File: config.mk
export PLATFORM = sky130hd
export DESIGN_NAME = sbtc_timer
export DESIGN_NICKNAME = d
export VERILOG_FILES = /design/src/rtl/sbtc_pkg.sv /design/src/rtl/sbtc_timer.sv
export SDC_FILE = /design/constraint.sdc
export NUM_CORES = 1
export LEC_CHECK = 0
export BUFFER_PORTS_ARGS = -buffer_cell sky130_fd_sc_hd__buf_2
export CAP_MARGIN = 0
export CORE_ASPECT_RATIO = 0.75
export CORE_UTILIZATION = 50
export CTS_CLUSTER_SIZE = 30
export DETAILED_ROUTE_END_ITERATION = 10
export HOLD_SLACK_MARGIN = 0.15
export PLACE_DENSITY = 0.79
export SETUP_SLACK_MARGIN = 0.15
export SYNTH_ARGS = -nofsm -noshare
export SYNTH_HDL_FRONTEND = slang
export SYNTH_SLANG_ARGS = --single-unit
File: constraint.sdc
create_clock -name aclk -period 6.35 [get_ports aclk]
set_clock_uncertainty 0.2 [all_clocks]
set_input_delay 0.635 -clock aclk [delete_from_list [all_inputs] [get_ports aclk]]
set_output_delay 0.635 -clock aclk [all_outputs]
set_load 0.01 [all_outputs]
File: src/rtl/sbtc_pkg.sv
package sbtc_pkg;

  localparam int          SBTC_AXI_ADDR_W   = 8;
  localparam int          SBTC_AXI_DATA_W   = 32;

  localparam logic [7:0]  SBTC_OFF_LOW      = 8'h00;
  localparam logic [7:0]  SBTC_OFF_HIGH     = 8'h04;
  localparam logic [7:0]  SBTC_OFF_STATUS   = 8'h08;
  localparam logic [7:0]  SBTC_OFF_MASK     = 8'h0C;
  localparam logic [7:0]  SBTC_OFF_CONTROL  = 8'h10;

  localparam int          SBTC_CTL_RUN      = 0;
  localparam int          SBTC_CTL_SRC      = 1;
  localparam int          SBTC_CTL_NSYNC    = 2;
  localparam int          SBTC_CTL_OSC      = 3;
  localparam int          SBTC_CTL_PS_LO    = 4;
  localparam int          SBTC_CTL_W        = 6;

  localparam logic [5:0]  SBTC_CTL_RESET    = 6'h00;
  localparam logic [15:0] SBTC_COUNT_RESET  = 16'h0000;
  localparam logic [15:0] SBTC_COUNT_MAX    = 16'hFFFF;
  localparam logic [1:0]  SBTC_RESP_OKAY    = 2'h0;
  localparam logic [1:0]  SBTC_RESP_SLVERR  = 2'h2;

  localparam int          SBTC_INSTR_DIV    = 4;
  localparam int          SBTC_DIV_W        = 8;

  typedef struct packed {
    logic                  aw_have;
    logic [7:0]            aw_addr;
    logic                  w_have;
    logic [7:0]            w_data;
    logic                  w_lane0;
    logic                  bvalid;
    logic [1:0]            bresp;
    logic                  rvalid;
    logic [7:0]            rdata;
    logic [1:0]            rresp;
    logic [SBTC_CTL_W-1:0] ctrl;
    logic [15:0]           count;
    logic                  ovf_sts;
    logic                  ovf_mask;
    logic                  ext_s1;
    logic                  ext_s2;
    logic                  ext_prev;
    logic [SBTC_DIV_W-1:0] div_cnt;
    logic [2:0]            ps_cnt;
    logic                  sync_tick;
  } sbtc_state_t;

endpackage

File: src/rtl/sbtc_timer.sv
`timescale 1ns/1ps
module sbtc_timer
  import sbtc_pkg::*;
#(
  parameter int INSTR_DIV = SBTC_INSTR_DIV
) (
  input  wire logic                       aclk,
  input  wire logic                       aresetn,
  input  wire logic [SBTC_AXI_ADDR_W-1:0] s_axi_awaddr,
  input  wire logic                       s_axi_awvalid,
  output logic                            s_axi_awready,
  input  wire logic [SBTC_AXI_DATA_W-1:0] s_axi_wdata,
  input  wire logic [3:0]                 s_axi_wstrb,
  input  wire logic                       s_axi_wvalid,
  output logic                            s_axi_wready,
  output logic [1:0]                      s_axi_bresp,
  output logic                            s_axi_bvalid,
  input  wire logic                       s_axi_bready,
  input  wire logic [SBTC_AXI_ADDR_W-1:0] s_axi_araddr,
  input  wire logic                       s_axi_arvalid,
  output logic                            s_axi_arready,
  output logic [SBTC_AXI_DATA_W-1:0]      s_axi_rdata,
  output logic [1:0]                      s_axi_rresp,
  output logic                            s_axi_rvalid,
  input  wire logic                       s_axi_rready,
  input  wire logic                       osc_out_ext_clock_pin,
  input  wire logic [1:0]                 port_direction,
  output logic [1:0]                      osc_pin_oe_n,
  output logic                            low_power_osc_enable,
  input  wire logic                       capture_reset,
  output logic                            capture_valid,
  output logic [15:0]                     count_value,
  output logic                            irq
);

  generate
    if (INSTR_DIV < 1 || INSTR_DIV > (1 << SBTC_DIV_W)) begin : g_chk
      $error("INSTR_DIV must lie between 1 and 256.");
    end
  endgenerate

  // The register map needs offsets up to 0x10 and one 8-bit data lane.
  // A narrower bus could not reach the control register.
  generate
    if (SBTC_AXI_ADDR_W < 5 || SBTC_AXI_DATA_W < 8) begin : g_bus_chk
      $error("Register bus too narrow for the register map.");
    end
  endgenerate

  // Last divider state; the instruction tick is raised while it stands.
  // A ratio of one keeps the tick high on every clock.
  localparam logic [SBTC_DIV_W-1:0] DIV_LAST = SBTC_DIV_W'(INSTR_DIV - 1);

  // All state lives in one struct: q holds the registers and d their
  // next value, filled by a single combinational process.
  sbtc_state_t q;
  sbtc_state_t d;

  logic       run;
  logic       ext_src;
  logic       no_sync;
  logic [1:0] ps_sel;
  logic [2:0] ps_last;
  logic       src_tick;
  logic       ps_tick;
  logic       inc;
  logic       aw_take;
  logic       w_take;
  logic       ar_take;
  logic       do_write;
  logic       ovf_set;
  logic       ovf_clr;
  logic [7:0] rd_byte;
  logic       rd_hit;
  logic       wr_low;
  logic       wr_high;
  logic       wr_mask;
  logic       wr_ctrl;
  logic       wr_miss;
  logic       count_wr;
  logic [15:0] count_base;

  assign run     = q.ctrl[SBTC_CTL_RUN];
  assign ext_src = q.ctrl[SBTC_CTL_SRC];
  assign no_sync = q.ctrl[SBTC_CTL_NSYNC];
  assign ps_sel  = q.ctrl[SBTC_CTL_PS_LO +: 2];
  // Last prescaler state for the ratios 1, 2, 4 and 8.
  assign ps_last = 3'((4'h1 << ps_sel) - 4'h1);

  // Each write channel is refused while its own half is parked or while
  // the previous answer waits, so a write never overruns an unread
  // response and the two halves may arrive in either order.
  assign s_axi_awready = !q.aw_have && !q.bvalid;
  assign s_axi_wready  = !q.w_have && !q.bvalid;
  assign s_axi_arready = !q.rvalid;
  assign aw_take       = s_axi_awvalid && s_axi_awready;
  assign w_take        = s_axi_wvalid && s_axi_wready;
  assign ar_take       = s_axi_arvalid && s_axi_arready;
  assign do_write      = q.aw_have && q.w_have;

  // The read mux decodes the live address, so the data are caught in the
  // answer register at the edge that takes the request.
  // Unmapped offsets read zero and answer with a slave error.
  always_comb begin
    rd_hit  = 1'b1;
    rd_byte = 8'h00;
    case (s_axi_araddr)
      SBTC_OFF_LOW:     rd_byte = q.count[7:0];
      SBTC_OFF_HIGH:    rd_byte = q.count[15:8];
      SBTC_OFF_STATUS:  rd_byte = {7'h00, q.ovf_sts};
      SBTC_OFF_MASK:    rd_byte = {7'h00, q.ovf_mask};
      SBTC_OFF_CONTROL: rd_byte = {2'h0, q.ctrl};
      default:          rd_hit  = 1'b0;
    endcase
  end

  // Instruction cycle tick or a synchronised rising edge on the pin.
  // The pin always passes the two-stage synchroniser, even in the
  // asynchronous mode: this block has one clock, so that mode only
  // skips the extra sample after the prescaler.
  always_comb begin
    if (ext_src) begin
      src_tick = q.ext_s2 && !q.ext_prev;
    end else begin
      src_tick = (q.div_cnt == DIV_LAST);
    end
    // The prescaler emits one tick per full ratio of source events.
    ps_tick = run && src_tick && (q.ps_cnt == ps_last);
    if (ext_src && !no_sync) begin
      inc = q.sync_tick;
    end else begin
      inc = ps_tick;
    end
    inc = inc && run;
  end

  // A count write or a capture clear in the same cycle replaces the
  // increment, so no rollover happens and none may be flagged.
  assign ovf_set = inc && (q.count == SBTC_COUNT_MAX) &&
                   !count_wr && !capture_reset;
  assign ovf_clr = ar_take && (s_axi_araddr == SBTC_OFF_STATUS);

  // Decode the parked write once; only byte lane 0 carries data.
  always_comb begin
    wr_low  = 1'b0;
    wr_high = 1'b0;
    wr_mask = 1'b0;
    wr_ctrl = 1'b0;
    wr_miss = 1'b0;
    case (q.aw_addr)
      SBTC_OFF_LOW: begin
        wr_low = do_write && q.w_lane0;
      end
      SBTC_OFF_HIGH: begin
        wr_high = do_write && q.w_lane0;
      end
      SBTC_OFF_STATUS: begin
      end
      SBTC_OFF_MASK: begin
        wr_mask = do_write && q.w_lane0;
      end
      SBTC_OFF_CONTROL: begin
        wr_ctrl = do_write && q.w_lane0;
      end
      default: begin
        wr_miss = do_write;
      end
    endcase
  end

  // The byte not written keeps its old value, or zero under a capture clear,
  // rather than the increment, so a write to one half never carries into the other half.
  assign count_wr   = wr_low || wr_high;
  assign count_base = capture_reset ? SBTC_COUNT_RESET : q.count;

  always_comb begin
    d = q;

    // Two flip-flops before any use of the pin, then a delayed copy for
    // the rising-edge detector; all rest low like the idle pin.
    d.ext_s1   = osc_out_ext_clock_pin;
    d.ext_s2   = q.ext_s1;
    d.ext_prev = q.ext_s2;

    // The divider runs freely so the instruction tick keeps its phase
    // while the counter is halted.
    if (q.div_cnt == DIV_LAST) begin
      d.div_cnt = '0;
    end else begin
      d.div_cnt = q.div_cnt + 1'b1;
    end

    // The prescaler only moves while running, so halting freezes it
    // together with the count.
    if (run && src_tick) begin
      if (q.ps_cnt >= ps_last) begin
        d.ps_cnt = 3'h0;
      end else begin
        d.ps_cnt = q.ps_cnt + 3'h1;
      end
    end
    // Synchronous mode spends one more clock sampling the prescaled edge.
    d.sync_tick = ps_tick && ext_src && !no_sync;

    if (inc) begin
      d.count = q.count + 16'h0001;
    end
    // Capture clear beats the increment; a register write beats both in the byte it writes.
    if (capture_reset) begin
      d.count = SBTC_COUNT_RESET;
    end

    // Address and data park separately until both halves have arrived.
    if (aw_take) begin
      d.aw_have = 1'b1;
      d.aw_addr = s_axi_awaddr;
    end
    if (w_take) begin
      d.w_have  = 1'b1;
      d.w_data  = s_axi_wdata[7:0];
      d.w_lane0 = s_axi_wstrb[0];
    end
    // The write answer drops at the edge where the master takes it.
    if (q.bvalid && s_axi_bready) begin
      d.bvalid = 1'b0;
    end

    // The answer goes out together with the register effect.
    if (do_write) begin
      d.aw_have = 1'b0;
      d.w_have  = 1'b0;
      d.bvalid  = 1'b1;
      d.bresp   = wr_miss ? SBTC_RESP_SLVERR : SBTC_RESP_OKAY;
    end
    // A count write restarts the prescaler and overrides the increment.
    if (count_wr) begin
      d.ps_cnt = 3'h0;
    end
    if (wr_low) begin
      d.count = {count_base[15:8], q.w_data};
    end
    if (wr_high) begin
      d.count = {q.w_data, count_base[7:0]};
    end
    if (wr_mask) begin
      d.ovf_mask = q.w_data[0];
    end
    if (wr_ctrl) begin
      d.ctrl = q.w_data[SBTC_CTL_W-1:0];
    end

    // A new read takes precedence; arready is low while an answer
    // stands, so the two branches never meet.
    if (ar_take) begin
      d.rvalid = 1'b1;
      d.rdata  = rd_byte;
      d.rresp  = rd_hit ? SBTC_RESP_OKAY : SBTC_RESP_SLVERR;
    end else if (q.rvalid && s_axi_rready) begin
      d.rvalid = 1'b0;
    end

    // A read of the status clears it, but a new overflow wins.
    if (ovf_clr) begin
      d.ovf_sts = 1'b0;
    end
    if (ovf_set) begin
      d.ovf_sts = 1'b1;
    end
  end

  // Reset loads constants only; the control word clears, so the counter
  // starts halted on the instruction clock.
  always_ff @(posedge aclk) begin
    if (!aresetn) begin
      q.aw_have   <= 1'b0;
      q.aw_addr   <= 8'h00;
      q.w_have    <= 1'b0;
      q.w_data    <= 8'h00;
      q.w_lane0   <= 1'b0;
      q.bvalid    <= 1'b0;
      q.bresp     <= SBTC_RESP_OKAY;
      q.rvalid    <= 1'b0;
      q.rdata     <= 8'h00;
      q.rresp     <= SBTC_RESP_OKAY;
      q.ctrl      <= SBTC_CTL_RESET;
      q.count     <= SBTC_COUNT_RESET;
      q.ovf_sts   <= 1'b0;
      q.ovf_mask  <= 1'b0;
      q.ext_s1    <= 1'b0;
      q.ext_s2    <= 1'b0;
      q.ext_prev  <= 1'b0;
      q.div_cnt   <= '0;
      q.ps_cnt    <= 3'h0;
      q.sync_tick <= 1'b0;
    end else begin
      q <= d;
    end
  end

  // Oscillator pins give up their drivers while the oscillator runs.
  genvar gi;
  generate
    for (gi = 0; gi < 2; gi++) begin : g_pin
      assign osc_pin_oe_n[gi] = q.ctrl[SBTC_CTL_OSC] | port_direction[gi];
    end
  endgenerate

  // Bit 3 powers the oscillator and frees both pins; it does not gate the count.
  assign low_power_osc_enable = q.ctrl[SBTC_CTL_OSC];
  // Capture is untrustworthy only when the pin drives the count without the
  // extra sample; this flag tells the capture unit so.
  assign capture_valid        = !(ext_src && no_sync);
  assign count_value          = q.count;
  // The interrupt is a level that follows the sticky status and mask.
  assign irq                  = q.ovf_sts && q.ovf_mask;

  // Answers come straight from registers, so they stand unchanged
  // until the master takes them.
  assign s_axi_bvalid = q.bvalid;
  assign s_axi_bresp  = q.bresp;
  assign s_axi_rvalid = q.rvalid;
  assign s_axi_rdata  = {24'h000000, q.rdata};
  assign s_axi_rresp  = q.rresp;

endmodule

==> impl_metrics.yaml <==
critical_path:
  slowest_stage: "o21ai_0"
  crit_path_end: "count_value[6]"
  r2r_setup_slack_ns: 3.31
  reg2reg_depth: 8
  worst-setup-path-type: "flop to flop"
  cp_max_fo: 5
  crit_required_ns: 6.42
  r2r-start: "ps_sel[0]"
  crit_chain: "or2_2 -> ha_1 -> nand4_1 -> a21oi_1 -> o221ai_1 -> o21ai_0 -> nand2_1 -> o2bb2ai_1"
  slowest_delay_ns: 0.60
  crit_path_start_kind: "flop"
  worstPathArrival_ns: 3.11
  startpoint: "ps_sel[0]"
  r2r_end: "count_value[6]"
  end_kind: "flop"
power:
  power.switching_uw: 244
  intPower_uw: 789
  p_per_area_nw_per_um2: 247
  comb_power_share_pct: 8.7
  ir_drop_mv: 0.133
  p_leak_nw: 1.80
  pwr-share-clk_pct: 45.5
  seqPwrFrac_pct: 45.8
  swShare_pct: 23.6
yosys:
  synth_top_family_by_area: "simple AND/OR/NAND/NOR gates"
  synthArstFlopShare_pct: 0
  postSynthAreaPerCell_um2: 8.43
  synth_fa_ha_area_share_pct: 1.95
  ys_ff_latch: 70
  synth_cell_types: 59
  synthFlopType: "dfxtp_1"
  yosys.area_share.simple_pct: 23.6
  synthMuxAreaShare_pct: 2.38
  synth_seq_area_share_pct: 36.4
  ys_warn_count: 0
  synth_edf_count: 0
  yosys.area_share.xor_xnor_pct: 3.64
  synth_area_um2: 3840
  synth_compound_area_share_pct: 17.8
  syn_inst: 456
timing:
  rsz0062_at_grt: "false"
  tns_ns: 0
  min_period_over_period_pct: 47.8
  hold_viol_final: 0
  min_period_ns: 3.04
  maxSlewViolCount: 0
  max-slew-margin-rel_pct: 29.1
  tightest_slew_ns: 1.06
  fmax_ghz: 0.329
  setup_slack_ns: 3.31
  finalSetupViolations: 0
routing:
  drt_iter0_markers: 275
  avgRoutedWirePerCell_um: 15.4
  drc: 0
  drt_pass1_iterations: 6
  routed_wl_um: 9310
  vias: 3392
  vias_per_cell: 5.62
  ant_nets: 0
clock_network:
  root_buffer: "clkbuf_8"
  cts_htree_levels: 3
  cts.clk_slew.worst_paths_ns: 0.07
  insertion_delay_ns: 0.35
  cts_tree: "done"
  postCtsSetupBuffers: 0
  cts_resized: 0
  cts_sinks: 70
  clk_path_buf_depth: 2
  numCtsBuffers: 9
  cts_hold_buf: 0
finish:
  layout_common_cells: "71 x buf_2, 70 x dfxtp_1, 63 x nand2_1"
  drive_above_1_share_pct: 20.7
  syn2layout_area_growth_pct: 8.92
  seq_area_um2: 1400
  fill_cells: 675
  multi_input_area_um2: 2000
  fin_nets: 567
  n_antenna_cell: 0
  final_common_cell: "buf_2"
floorplan:
  core_area_um2: 7400
  io_pins: 125
  fp.dieArea_um2: 8050
  die_x_um: 103
  row_count: 27
  start_util_pct: 52.0
  die_h_um: 77.9
place:
  dp_hpwl_um: 6780
  dp_slack_ns: 3.50
  place_congestion: 0.905
  port_buffers: 71
global_routing:
  grt_overflow_total: 0
  grt_max_degree: 40
  grt_pass1_vias: 3140
  grt_pass1_wl_um: 15000
  antenna_found_initial: 0
  grtUsageTotal_pct: 24.5
hold_path:
  hold_path.class: "flop to flop"
run:
  cap_violations: 0
outcome:
  status: "finished clean"
==> cells by family after synthesis <==
logic type / count (synthesis)
flops: 70
simple gates: 182
buf+inv: 76
mux: 9
compound gates: 96
fa+ha+maj: 6
other cells: 1
xor+xnor: 16
==> Yosys cell counts, types with 3 or more instances <==
library cell | count | area (µm²)
inv_1 | 10 | 37.5
a2bb2oi_1 | 7 | 61.3
o21ai_0 | 10 | 50.1
and2_1 | 12 | 75.1
nand2_1 | 63 | 236
buf_4 | 52 | 390
nor2_1 | 47 | 176
nor3_1 | 5 | 25.0
clkbuf_8 | 5 | 68.8
nand2b_1 | 6 | 37.5
o2bb2ai_1 | 6 | 52.6
a221oi_1 | 5 | 43.8
nand4_1 | 5 | 31.3
a22oi_1 | 4 | 30.0
xor2_1 | 9 | 78.8
nor3b_1 | 4 | 30.0
ha_1 | 6 | 75.1
and3_1 | 5 | 31.3
o41ai_1 | 4 | 35.0
a21oi_1 | 35 | 175
xnor2_1 | 7 | 61.3
or2_2 | 5 | 31.3
a211oi_1 | 3 | 22.5
mux2i_1 | 8 | 80.1
nand3_1 | 14 | 70.1
dfxtp_1 | 70 | 1400
a222oi_1 | 5 | 50.1
clkbuf_1 | 7 | 26.3
==> worst min-delay path by stage <==
stage | start | to | cells after the start
2_1_floorplan | d[13] | d[12] | 1
3_3_place_gp | d[13] | d[12] | 1
3_5_place_dp | d[13] | d[12] | 1
4_1_cts | s_axi_rready | s_axi_rvalid | 2
5_1_grt | s_axi_rready | s_axi_rvalid | 2
6_report | d[13] | d[12] | 1
==> per-layer routing <==
metal | GRT usage, % | vias up | share of wire [%] | wire [µm]
met5 | 0 | - | 0 | 0
met2 | 38.6 | 164 | 47 | 4350
met4 | 8.87 | 0 | 2.1 | 193
met3 | 7.48 | 26 | 9.5 | 880
li1 | - | 1601 | - | -
met1 | 31.5 | 1601 | 42 | 3880
==> power by group through the flow <==
| stage | Combinational [mW] | Clock [mW] | Sequential, mW |
|---|---|---|---|
| floorplan | 0.0774 | 0 | 0.477 |
| global placement | 0.0863 | 0 | 0.482 |
| detailed placement | 0.0891 | 0 | 0.483 |
| CTS | 0.0894 | 0.475 | 0.473 |
| global route | 0.101 | 0.494 | 0.476 |
| finish | 0.0896 | 0.470 | 0.474 |
==> registers in the layout, indices dropped and copies added, names as in the netlist, 2 cells and up <==
name,cells
count_value,16
s_axi_rdata,8
ps_sel,2
d,2
q,35
==> critical path, delay by kind of cell, from the launching register on <==
kind | cells | cell delay [ns]
DFF | 1 | 0.35
AOI/OAI and AO/OA | 4 | 1.50
adders and majority gates | 1 | 0.29
and+or+nand+nor | 3 | 0.62
==> stage by stage <==
stage,utilization [%],hold WS (ns),area [µm²],power (mW),cells
detailed placement,53.1,0.230,3930,0.572,588
global placement,53.1,0.234,3930,0.568,588
finish,56.6,0.250,4190,1.03,604
CTS,56.6,0.253,4190,1.04,604
floorplan,-,0.212,3940,0.554,481
global route,56.6,0.263,4190,1.07,604
==> layout make-up <==
cell class	instances	area share, %
Clock buffer	10	3.05
Clock inverter	6	3.20
Inverter	10	0.896
Multi-Input combinational cell	335	47.7
Sequential cell	70	33.5
Tap cell	101	3.02
Timing Repair Buffer	72	8.66
Power figures use the tool's default switching activity.
